### config.mk
export PLATFORM = sky130hd
export DESIGN_NAME = pcs_cmd_status
export DESIGN_NICKNAME = d
export VERILOG_FILES = /design/src/core/pcs_pkg.sv /design/src/core/pcs_mem_if.sv /design/src/core/pcs_mem_reader.sv /design/src/core/pcs_cmd_status.sv
export SDC_FILE = /design/constraint.sdc
export NUM_CORES = 1
export LEC_CHECK = 0
export ABC_AREA = 1
export BUFFER_PORTS_ARGS = -buffer_cell sky130_fd_sc_hd__buf_2
export CORE_ASPECT_RATIO = 1.25
export CORE_MARGIN = 4
export CORE_UTILIZATION = 53
export CTS_CLUSTER_DIAMETER = 50
export DETAILED_ROUTE_END_ITERATION = 7
export PLACE_DENSITY = 0.79
export SLEW_MARGIN = 20
export SYNTH_ARGS = -nofsm -noshare
export SYNTH_HDL_FRONTEND = slang
export SYNTH_SLANG_ARGS = --single-unit
### constraint.sdc
create_clock -name i_clock -period 2.5 [get_ports i_clock]
set_clock_uncertainty 0.05 [all_clocks]
set_input_delay 0.25 -clock i_clock [delete_from_list [all_inputs] [get_ports i_clock]]
set_output_delay 0.25 -clock i_clock [all_outputs]
set_load 0.1 [all_outputs]
### src/core/pcs_pkg.sv
// Package: offsets, fields, reset values and types of the command/status bank
package pcs_pkg;

	// Register bus widths
	localparam int ADDR_W   = 8;
	localparam int DATA_W   = 8;
	localparam int MEM_AW   = 7;

	// Register offsets
	localparam logic [7:0] OFS_MEM_ADDR = 8'h0b;
	localparam logic [7:0] OFS_MEM_DATA = 8'h0c;
	localparam logic [7:0] OFS_MEM_STAT = 8'h0e;
	localparam logic [7:0] OFS_CMD      = 8'h10;
	localparam logic [7:0] OFS_MODE     = 8'h12;

	// Command strobe bit positions
	localparam int CMD_CONV_START  = 7;
	localparam int CMD_RESULT_CLR  = 6;
	localparam int CMD_COUNTER_CLR = 5;
	localparam int CMD_CAL_START   = 4;
	localparam int CMD_RELOAD      = 2;
	localparam int CMD_RESET       = 0;

	// Memory read status/control bit positions
	localparam int STAT_BUSY = 3;
	localparam int STAT_READ = 2;

	// Converter mode status bit positions
	localparam int MODE_SINGLE_CELL = 3;
	localparam int MODE_SECOND      = 2;
	localparam int MODE_FIRST_LSB   = 0;

	// Reset values
	localparam logic [6:0] MEM_ADDR_RST = 7'h00;
	localparam logic [7:0] MEM_DATA_RST = 8'h00;
	localparam logic [7:0] MODE_RST     = 8'h00;
	localparam logic [7:0] RDATA_RST    = 8'h00;

	// Cycles the single-cell pin needs through its synchroniser
	localparam logic [1:0] SC_SETTLE    = 2'h2;

	// First output converter modes
	typedef enum logic [1:0] {
		PCS_FIRST_BUCK   = 2'h0,
		PCS_FIRST_AUTO   = 2'h1,
		PCS_FIRST_BOOST  = 2'h2,
		PCS_FIRST_LINEAR = 2'h3
	} pcs_first_mode_t;

	// Memory sequencer states, Gray along the path
	typedef enum logic [1:0] {
		PCS_SEQ_IDLE = 2'b00,
		PCS_SEQ_REQ  = 2'b01,
		PCS_SEQ_STEP = 2'b11
	} pcs_seq_state_t;

endpackage

### src/core/pcs_mem_if.sv
// Interface: register bank to one-time-memory sequencer
interface pcs_mem_if;
	logic                      start_read;   // Single read request
	logic                      start_reload; // Full defaults sweep
	logic [pcs_pkg::MEM_AW-1:0] read_addr;   // Location for single read
	logic                      busy;         // Sequencer working
	logic [7:0]                rdata;        // Last single-read data

	modport ctrl (
		output start_read,
		output start_reload,
		output read_addr,
		input  busy,
		input  rdata
	);
	modport seq (
		input  start_read,
		input  start_reload,
		input  read_addr,
		output busy,
		output rdata
	);
endinterface

### src/core/pcs_mem_reader.sv
// Module: one-time-memory read and defaults reload sequencer
module pcs_mem_reader #(
	parameter int RELOAD_WORDS = 128
) (
	// Clock and reset
	input  wire logic              i_clock,
	input  wire logic              i_rst,
	// Register bank side
	pcs_mem_if.seq                 bus,
	// Memory side
	output logic                   o_mem_req,
	output logic [6:0]             o_mem_addr,
	input  wire logic              i_mem_ack,
	input  wire logic [7:0]        i_mem_data,
	// Defaults load stream
	output logic                   o_load_valid,
	output logic [6:0]             o_load_addr,
	output logic [7:0]             o_load_data
);

	localparam logic [6:0] LAST = 7'(RELOAD_WORDS - 1);

	pcs_pkg::pcs_seq_state_t state_r; // Sequencer state
	logic                    sweep_r; // Reload sweep, not single read
	logic                    busy_r;  // Busy flag shown to software
	logic [7:0]              rdata_r; // Single-read result

	assign bus.busy  = busy_r;
	assign bus.rdata = rdata_r;

	////////////////////////////////////////////////////////////////////
	// Sequencer: request held until the memory acknowledges
	always_ff @(posedge i_clock or posedge i_rst) begin
		if (i_rst) begin
			state_r    <= pcs_pkg::PCS_SEQ_IDLE;
			sweep_r    <= 1'b0;
			busy_r     <= 1'b0;
			o_mem_req  <= 1'b0;
			o_mem_addr <= pcs_pkg::MEM_ADDR_RST;
		end else begin
			unique case (state_r)
				pcs_pkg::PCS_SEQ_IDLE: begin
					// Reload wins if both arrive together
					if (bus.start_reload) begin
						state_r    <= pcs_pkg::PCS_SEQ_REQ;
						sweep_r    <= 1'b1;
						busy_r     <= 1'b1;
						o_mem_req  <= 1'b1;
						o_mem_addr <= 7'h00;
					end else if (bus.start_read) begin
						state_r    <= pcs_pkg::PCS_SEQ_REQ;
						sweep_r    <= 1'b0;
						busy_r     <= 1'b1;
						o_mem_req  <= 1'b1;
						o_mem_addr <= bus.read_addr;
					end
				end
				pcs_pkg::PCS_SEQ_REQ: begin
					if (i_mem_ack) begin
						o_mem_req <= 1'b0;
						if (sweep_r && o_mem_addr != LAST) begin
							state_r <= pcs_pkg::PCS_SEQ_STEP;
						end else begin
							state_r <= pcs_pkg::PCS_SEQ_IDLE;
							busy_r  <= 1'b0;
						end
					end
				end
				pcs_pkg::PCS_SEQ_STEP: begin
					// Next location of the sweep
					state_r    <= pcs_pkg::PCS_SEQ_REQ;
					o_mem_req  <= 1'b1;
					o_mem_addr <= o_mem_addr + 7'h01;
				end
				default: begin
					state_r <= pcs_pkg::PCS_SEQ_IDLE;
					busy_r  <= 1'b0;
				end
			endcase
		end
	end

	////////////////////////////////////////////////////////////////////
	// Results: single read to data register, sweep to load stream
	always_ff @(posedge i_clock or posedge i_rst) begin
		if (i_rst) begin
			rdata_r      <= pcs_pkg::MEM_DATA_RST;
			o_load_valid <= 1'b0;
			o_load_addr  <= 7'h00;
			o_load_data  <= 8'h00;
		end else begin
			o_load_valid <= 1'b0;
			if (state_r == pcs_pkg::PCS_SEQ_REQ && i_mem_ack) begin
				if (sweep_r) begin
					o_load_valid <= 1'b1;
					o_load_addr  <= o_mem_addr;
					o_load_data  <= i_mem_data;
				end else begin
					rdata_r <= i_mem_data;
				end
			end
		end
	end
endmodule

### src/core/pcs_cmd_status.sv
// Module: command strobes, memory read control and converter mode status
module pcs_cmd_status #(
	parameter int RELOAD_WORDS = 128
) (
	// Clock and reset
	input  wire logic        i_clock,
	input  wire logic        i_rst,
	// Register port
	input  wire logic [7:0]  i_addr,
	input  wire logic [7:0]  i_wdata,
	input  wire logic        i_wr_stb,
	input  wire logic        i_rd_stb,
	output logic [7:0]       o_rdata,
	// Conversion control
	output logic             o_conv_start,
	output logic             o_result_load_direct,
	input  wire logic        i_conv_done,
	// Charge counter control
	output logic             o_counter_clear,
	output logic             o_cal_start,
	output logic             o_mode_hold,
	input  wire logic        i_cal_done,
	// Device control
	output logic             o_device_reset,
	output logic             o_defaults_reload,
	// Converter and supply pins, asynchronous
	input  wire logic [1:0]  i_first_mode,
	input  wire logic        i_second_mode,
	input  wire logic        i_single_cell_pin,
	// One-time memory
	output logic             o_mem_req,
	output logic [6:0]       o_mem_addr,
	input  wire logic        i_mem_ack,
	input  wire logic [7:0]  i_mem_data,
	// Defaults load stream
	output logic             o_load_valid,
	output logic [6:0]       o_load_addr,
	output logic [7:0]       o_load_data
);

	////////////////////////////////////////////////////////////////////
	// Declarations

	pcs_mem_if mem ();

	logic       wr_cmd;       // Write to command register
	logic       wr_stat;      // Write to memory status/control
	logic       wr_maddr;     // Write to memory address
	logic       mode_addr;    // Mode register addressed
	logic       read_go;      // Accepted single read
	logic       reload_go;    // Accepted defaults reload
	logic [3:0] pin_s1_r;     // Synchroniser first stage
	logic [3:0] pin_s2_r;     // Synchroniser second stage
	logic [1:0] sc_cnt_r;     // Settle count after reset
	logic       sc_done_r;    // Single-cell level captured
	logic       sc_r;         // Captured single-cell level
	logic [7:0] mode_r;       // Converter mode status
	logic [6:0] maddr_r;      // Memory address register
	logic [7:0] rdata_nxt;    // Read mux

	////////////////////////////////////////////////////////////////////
	// Address decode; reads of reserved bits come back zero

	assign wr_cmd    = i_wr_stb && i_addr == pcs_pkg::OFS_CMD;
	assign wr_stat   = i_wr_stb && i_addr == pcs_pkg::OFS_MEM_STAT;
	assign wr_maddr  = i_wr_stb && i_addr == pcs_pkg::OFS_MEM_ADDR;
	// Address alone freezes the capture, strobe or not
	assign mode_addr = i_addr == pcs_pkg::OFS_MODE;

	// Busy sequencer ignores new starts; no queue to lose track of
	assign read_go   = wr_stat && i_wdata[pcs_pkg::STAT_READ]
		&& !mem.busy;
	assign reload_go = wr_cmd && i_wdata[pcs_pkg::CMD_RELOAD]
		&& !mem.busy;

	assign mem.start_read   = read_go;
	assign mem.start_reload = reload_go;
	assign mem.read_addr    = maddr_r;

	////////////////////////////////////////////////////////////////////
	// Command strobes: one cycle each, zero bits do nothing
	always_ff @(posedge i_clock or posedge i_rst) begin
		if (i_rst) begin
			o_conv_start      <= 1'b0;
			o_counter_clear   <= 1'b0;
			o_cal_start       <= 1'b0;
			o_device_reset    <= 1'b0;
			o_defaults_reload <= 1'b0;
		end else begin
			o_conv_start    <= wr_cmd
				&& i_wdata[pcs_pkg::CMD_CONV_START];
			o_counter_clear <= wr_cmd
				&& i_wdata[pcs_pkg::CMD_COUNTER_CLR];
			o_cal_start     <= wr_cmd
				&& i_wdata[pcs_pkg::CMD_CAL_START];
			o_device_reset  <= wr_cmd
				&& i_wdata[pcs_pkg::CMD_RESET];
			o_defaults_reload <= reload_go;
		end
	end

	////////////////////////////////////////////////////////////////////
	// Direct-load request: stands until the next conversion ends
	always_ff @(posedge i_clock or posedge i_rst) begin
		if (i_rst) begin
			o_result_load_direct <= 1'b0;
		end else if (wr_cmd && i_wdata[pcs_pkg::CMD_RESULT_CLR]) begin
			// Set wins over a finishing conversion
			o_result_load_direct <= 1'b1;
		end else if (i_conv_done) begin
			o_result_load_direct <= 1'b0;
		end
	end

	////////////////////////////////////////////////////////////////////
	// Mode hold: keeps the converter still during calibration
	always_ff @(posedge i_clock or posedge i_rst) begin
		if (i_rst) begin
			o_mode_hold <= 1'b0;
		end else if (wr_cmd && i_wdata[pcs_pkg::CMD_CAL_START]) begin
			o_mode_hold <= 1'b1;
		end else if (i_cal_done) begin
			o_mode_hold <= 1'b0;
		end
	end

	////////////////////////////////////////////////////////////////////
	// Memory address register, back to default on reload
	always_ff @(posedge i_clock or posedge i_rst) begin
		if (i_rst) begin
			maddr_r <= pcs_pkg::MEM_ADDR_RST;
		end else if (reload_go) begin
			maddr_r <= pcs_pkg::MEM_ADDR_RST;
		end else if (wr_maddr) begin
			maddr_r <= i_wdata[6:0];
		end
	end

	////////////////////////////////////////////////////////////////////
	// Pin synchronisers: converter modes and single-cell detect
	always_ff @(posedge i_clock or posedge i_rst) begin
		if (i_rst) begin
			pin_s1_r <= 4'h0;
			pin_s2_r <= 4'h0;
		end else begin
			pin_s1_r <= {i_single_cell_pin, i_second_mode, i_first_mode};
			pin_s2_r <= pin_s1_r;
		end
	end

	////////////////////////////////////////////////////////////////////
	// Single-cell capture: once, after the synchroniser has filled
	always_ff @(posedge i_clock or posedge i_rst) begin
		if (i_rst) begin
			sc_cnt_r  <= 2'h0;
			sc_done_r <= 1'b0;
			sc_r      <= 1'b0;
		end else if (!sc_done_r) begin
			if (sc_cnt_r == pcs_pkg::SC_SETTLE) begin
				sc_done_r <= 1'b1;
				sc_r      <= pin_s2_r[3];
			end else begin
				sc_cnt_r <= sc_cnt_r + 2'h1;
			end
		end
	end

	////////////////////////////////////////////////////////////////////
	// Mode status: tracks converter mode pins, frozen while addressed.
	// Costs one stale cycle after the address moves away.
	always_ff @(posedge i_clock or posedge i_rst) begin
		if (i_rst) begin
			mode_r <= pcs_pkg::MODE_RST;
		end else if (!mode_addr) begin
			mode_r <= {4'h0, sc_r, pin_s2_r[2], pin_s2_r[1:0]};
		end
	end

	////////////////////////////////////////////////////////////////////
	// Read mux; command register is write-only and reads zero
	always_comb begin
		rdata_nxt = 8'h00;
		unique case (i_addr)
			pcs_pkg::OFS_MEM_ADDR: rdata_nxt = {1'b0, maddr_r};
			pcs_pkg::OFS_MEM_DATA: rdata_nxt = mem.rdata;
			pcs_pkg::OFS_MEM_STAT:
				rdata_nxt[pcs_pkg::STAT_BUSY] = mem.busy;
			pcs_pkg::OFS_MODE:     rdata_nxt = mode_r;
			default:               rdata_nxt = 8'h00;
		endcase
	end

	// Read data stand for the one cycle after the strobe only
	always_ff @(posedge i_clock or posedge i_rst) begin
		if (i_rst) begin
			o_rdata <= pcs_pkg::RDATA_RST;
		end else if (i_rd_stb) begin
			o_rdata <= rdata_nxt;
		end else begin
			o_rdata <= pcs_pkg::RDATA_RST;
		end
	end

	////////////////////////////////////////////////////////////////////
	// Memory sequencer
	pcs_mem_reader #(
		.RELOAD_WORDS (RELOAD_WORDS)
	) u_reader (
		.i_clock      (i_clock),
		.i_rst        (i_rst),
		.bus          (mem.seq),
		.o_mem_req    (o_mem_req),
		.o_mem_addr   (o_mem_addr),
		.i_mem_ack    (i_mem_ack),
		.i_mem_data   (i_mem_data),
		.o_load_valid (o_load_valid),
		.o_load_addr  (o_load_addr),
		.o_load_data  (o_load_data)
	);
endmodule

# After elaboration in Yosys (flattened, before gate mapping)
# Cells that the tools add are included.
classes:
  addsub: 2
  n_eq_ne: 12
  mux: 31
  bitwise_logic: 4
  n_reduce_logical: 31
ops:
  columns: ["op", "count"]
  rows:
  - ["7-bit two-way mux", 4]
  - ["8-bit by 4-bit == test with 1-bit output, second input constant", 3]
  - ["8-bit by 5-bit == test with 1-bit output, second input constant", 2]
  - ["1-bit two-way mux", 15]
  - ["1-bit logical AND", 14]
  - ["7-bit one-hot mux with 2 select lines", 1]
  - ["2-bit AND reduction", 7]
  - ["2-bit nonzero test", 5]
  - ["3-bit one-hot mux with 3 select lines", 1]
  - ["2-bit two-way mux", 4]
  - ["8-bit two-way mux", 1]
  - ["4-bit one-hot mux with 2 select lines", 1]
  - ["7-bit by 1-bit adder with 7-bit output, second input constant", 1]
  - ["7-bit inequality test, second input constant", 1]
  - ["1-bit one-hot mux with 3 select lines", 2]
  - ["2-bit one-hot mux with 3 select lines", 1]
  - ["2-bit == test, second input constant", 2]
  - ["2-bit inequality test, second input constant", 2]
  - ["1-bit NOT", 4]
  - ["1-bit one-hot mux with 4 select lines", 1]
  - ["4-bit AND reduction", 1]
  - ["3-bit inequality test, second input constant", 1]
  - ["3-bit AND reduction", 1]
  - ["3-bit nonzero test", 1]
  - ["other kinds (4)", 4]
word_totals:
  regBits: 74
  in_bits: 35
  wordCells: 104

# Depth between registers and ports, before layout
logic_depth:
  ltp_word: 7
  depth_mapped: 9
  mapped_depth_nobuf: 9

# Hierarchy
# Synthesis repeated with hierarchy kept, for this count alone.
hier_totals:
  hier_cells: 388
  hier_area_um2: 3378.2
by_module_without_submodules:
  columns: ["mod", "n_inst", "cells_each", "area_each_um2", "seq_area_each_um2"]
  rows:
  - ["pcs_mem_reader", 1, 203, 1740.4, 900.9]
  - ["pcs_cmd_status", 1, 185, 1637.8, 950.9]

# Worst setup path before layout
# OpenSTA, ideal clock, no wires.
synth_path:
  kind: "reg2reg"
  from: "register u_reader.o_mem_addr[1]"
  to: "register u_reader.busy_r (netlist: u_reader.bus.busy)"
  setup_time_ns: 0.117
  t_arrival_ns: 1.933
  required_ns: 2.333
  path_slack_ns: 0.400
  stages_incl_launch_ff: 9
  path_buffers: 0
  cell_sequence: "dfrtp_1 > ha_1 > nand2_1 > nor2_1 > nand2_1 > a21oi_1 > nand3_1 > nand2_1 > nand2_1"
synth_between:
  elab_chain_len: 4
synth_lines:
  columns: ["element", "line", "rtl"]
  rows:
  - ["start, declared", "pcs_mem_reader.sv:12", "output logic [6:0] o_mem_addr,"]
  - ["start signal, assigned", "pcs_mem_reader.sv:39", "o_mem_addr <= pcs_pkg::MEM_ADDR_RST;"]
  - ["start signal, assigned", "pcs_mem_reader.sv:55", "o_mem_addr <= bus.read_addr;"]
  - ["start signal, assigned", "pcs_mem_reader.sv:73", "o_mem_addr <= o_mem_addr + 7'h01;"]
  - ["7-bit inequality test", "pcs_mem_reader.sv:61", "if (sweep_r && o_mem_addr != LAST) begin"]
  - ["1-bit logical AND", "pcs_mem_reader.sv:61", null]
  - ["2-bit inequality test (no source line)", null, null]
  - ["4-bit AND reduction (no source line)", null, null]
  - ["end signal, assigned", "pcs_mem_reader.sv:53", "busy_r <= 1'b1;"]
  - ["end signal, assigned", "pcs_mem_reader.sv:65", "busy_r <= 1'b0;"]
  - ["end signal, assigned", "pcs_mem_reader.sv:77", "busy_r <= 1'b0;"]
  - ["end, declared", "pcs_mem_reader.sv:25", "logic busy_r;"]
# Every way passes these cells.
# A chain may end at the register's enable or synchronous reset.

# Final worst setup path
layout_path:
  from: "register u_reader.o_mem_addr[4]"
  to: "output o_mem_addr[4]"
layout_lines:
  columns: ["element", "line", "rtl"]
  rows:
  - ["end, declared", "pcs_cmd_status.sv:32", "output logic [6:0] o_mem_addr,"]
# No word-level cell between the ends.

==> impl_metrics.csv <==
group,metric,value,unit
run_status,status,"complete, no violations",
hold_path,hold_class,"primary input to flop",
synthesis,synth_top_area_frac,0.5684,
cts,cts_tree,"yes",
cells_and_area,nets,485,
cts,clk_pin_slew,0.07,ns
critical_path,endpoint_kind,"output pin",
critical_path,slowest_stage,"dfrtp_1",
synthesis,syn-num-nets,399,
synthesis,synth_warnings,0,
detailed_routing,dr.pass1.iters,7,
sta,rsz0062_at_grt,"false",
hold_path,hold_start,"i_cal_done",
global_route,grtUsageTotal,0.1981,
synthesis,synthTopCellsByArea,"dfrtp_1, nand2_1, inv_1",
global_route,grt_pass1_wl,11340,um
synthesis,syn_area,0.003258,mm2
floorplanning,fp.dieH,95.66,um
floorplanning,initial_core_util,0.5526,
placement,post-place-ws,0.9476,ns
critical_path,worstSetupPathType,"flop to output pin",
detailed_routing,num_vias,2588,
synthesis,ys.flop_type,"dfrtp_1",
critical_path,r2r_start,"u_reader.state_r[1]$_DFFE_PP0P_",
critical_path,startpoint,"u_reader.o_mem_addr[4]$_DFFE_PP0P_",
critical_path,crit_buf_inv,1,
critical_path,critPathMaxStageDelay,0.47,ns
sta,post-route-period-util,0.6375,
synthesis,synth_xor_area_frac,0.002688,
placement,io_buffers,73,
cts,ctsHtreeMaxLevel,3,
cts,numCtsBuffers,9,
floorplanning,placementRows,31,
placement,gp_congestion,0.8576,
critical_path,critPathMaxFanout,8,
power,powerDensity,1044,mW/mm2
sta,worst_pin_slew,0.5750,ns
sta,maxSlewViolCount,0,
cts,cts.sinks,74,
floorplanning,ios,74,
synthesis,synth.mux.area_fraction,0,
hold_path,min_path_cells,2,
cts,cts.path.max_buffers,2,
placement,hpwl,5104,um
global_route,grt_overflow,0,
critical_path,timing.rr.end,"u_reader.o_load_data[4]$_DFFE_PP0P_",
critical_path,cp_top_family,"flip-flops",
synthesis,yosysMostFrequentCell,"nand2_1",
detailed_routing,drc,0,
detailed_routing,routed_wirelength,6880,um
global_route,antenna_found_initial,0,
detailed_routing,ant_nets,0,
cells_and_area,fillers,513,
power,leakage,2.172,nW
cts,worstSkewPairLatency,0.35,ns
placement,place_area,0.003710,mm2
synthesis,synth-edff-count,0,
job,cap_viol_max_count,0,
detailed_routing,routedWlPerCell,12.96,um
hold_path,hold_end,"o_mode_hold$_DFFE_PP0P_",
synthesis,ys_ff_latch,74,
power,vdd_drop_max,0.6793,mV
sta,period_needed,1.594,ns
detailed_routing,avgViaCountPerCell,4.874,
cells_and_area,drive_gt1_frac,0.2539,
detailed_routing,drt_iter0_drc,187,
sta,whs,0.04122,ns
sta,fmax,0.6274,GHz
sta,finalSetupViolCount,0,
synthesis,synth_compound_area_frac,0.09716,
critical_path,worst_setup_path_start_kind,"flop",
critical_path,required,2.20,ns
floorplanning,die_w,78.13,um
sta,hold_violations,0,
global_route,first_global_vias,2545,
global_route,grt_max_degree,31,
critical_path,ff2ff_setup_slack,0.92,ns
synthesis,synthSimpleGateAreaFrac,0.2346,
cells_and_area,design_area,0.003956,mm2
sta,layout_setup_ws,0.9062,ns
synthesis,synth_adder_area_share,0.02304,
critical_path,crit_arrival,1.29,ns
floorplanning,core_area,0.005896,mm2
sta,slew-limit-headroom,0.6161,
synthesis,seq_area_frac_synth,0.5684,
sta,setup-tns-final,0,ns
cells_and_area,area_growth,21.43,%
synthesis,async_flop_share,1.000,
cts,clockRootBuffer,"clkbuf_8",
synthesis,syn_area_per_cell,9.101,um2
critical_path,crit_chain,"buf_2",
synthesis,synth_top_family_by_area,"simple AND/OR/NAND/NOR gates",
critical_path,ff2ff_path_depth,7,
synthesis,yosys.area.top_type,"dfrtp_1",
floorplanning,die_area,0.007473,mm2
synthesis,yosysUniqueCellTypes,29,
cells_and_area,antennaDiodeCount,0,
synthesis,synthTopCellsByCount,"nand2_1, dfrtp_1, inv_1, o21ai_0, nor2_1",
synthesis,synthCells,358,
-- placed cells by master, fill, tap and decap left out, drive strengths merged, types with 3 or more instances in the layout --
cell type and n:
o22ai 9, clkbuf 12, buf 75, dfrtp 74, o31ai 3, or2 3
o21ai 34, dlygate4sd3 5, ha 6, a21oi 4, inv 56, o211ai 3
nand4 3, nor2 31, nand2 99, nand3 22
-- area by class of cell --
cell class / instances / area [um2] / share of cell area
Sequential cell: 74 / 1852 / 0.4681
Multi-Input combinational cell: 223 / 1165 / 0.2944
Clock inverter: 4 / 51.30 / 0.01297
Timing Repair Buffer: 80 / 430.4 / 0.1088
Inverter: 56 / 210.2 / 0.05313
Clock buffer: 12 / 145.1 / 0.03669
Tap cell: 82 / 102.6 / 0.02593
-- cells by family (layout without fill, tap and decap cells) --
| logic type | after synthesis | count (layout) |
|---|---|---|
| fa+ha+maj | 6 | 6 |
| compound gates | 56 | 56 |
| xor+xnor | 1 | 1 |
| buf+inv | 61 | 152 |
| simple gates | 160 | 160 |
| flops | 74 | 74 |
-- routing by layer --
layer | share of wire | wire length (um) | GRT usage | up-vias
li1 | - | - | - | 1302
met1 | 0.42 | 2904 | 0.2383 | 1191
met2 | 0.50 | 3432 | 0.3229 | 76
met3 | 0.042 | 291 | 0.04726 | 19
met4 | 0.037 | 252 | 0.1224 | 0
met5 | 0 | 0 | 0 | -
-- per-stage QoR --
step | std cells | total power, W | utilization
2_1_floorplan | 358 | 0.002913 | -
3_3_place_gp | 510 | 0.003188 | 0.6292
3_5_place_dp | 510 | 0.003221 | 0.6292
4_1_cts | 531 | 0.004147 | 0.6711
5_1_grt | 531 | 0.004352 | 0.6711
6_report | 531 | 0.004131 | 0.6711
-- worst max path at each step --
stage	endpoint	slack, ns	cells after the start
after CTS	o_mem_addr[4]	0.89	1
after global routing	u_reader.o_load_data[6]$_DFFE_PP0P_	0.74	7
after floorplan	maddr_r[0]$_DFFE_PP0P_	0.32	1
after detailed placement	u_reader.o_load_data[3]$_DFFE_PP0P_	0.95	7
after global placement	u_reader.bus.busy$_DFFE_PP0P_	0.95	8
final	o_mem_addr[4]	0.91	1
-- state kept, by name, summed over array words and instances, names as in the netlist --
| register | count |
|---|---|
| u_reader.o_load_valid | 1 |
| u_reader.sweep_r | 1 |
| mode_r | 4 |
| u_reader.bus.busy | 1 |
| u_reader.state_r | 2 |
| sc_r | 1 |
| o_cal_start | 1 |
| o_mode_hold | 1 |
| o_defaults_reload | 1 |
| o_conv_start | 1 |
| o_result_load_direct | 1 |
| o_counter_clear | 1 |
| pin_s1_r | 4 |
| pin_s2_r | 4 |
| u_reader.bus.rdata | 8 |
| o_device_reset | 1 |
| o_rdata | 8 |
| u_reader.o_load_data | 8 |
| u_reader.o_load_addr | 7 |
| sc_cnt_r | 2 |
| u_reader.o_mem_req | 1 |
| u_reader.o_mem_addr | 7 |
| maddr_r | 7 |
| sc_done_r | 1 |
-- report_power, final --
group	switching, W	leakage, nW	total [W]	internal [W]
Clock	0.000430	0.0966	0.000919	0.000489
Sequential	0.000183	0.906	0.00160	0.00141
Combinational	0.00130	1.17	0.00162	0.000321
Total	0.00191	2.17	0.00413	0.00222
-- repair_timing --
item | CTS | global route
endpoints found under the hold margin | 32 | 0
setup buffers | 0 | 0
hold buffers | 5 | 0
gates resized for setup | 0 | 0
(Power assumes the default switching activity.)
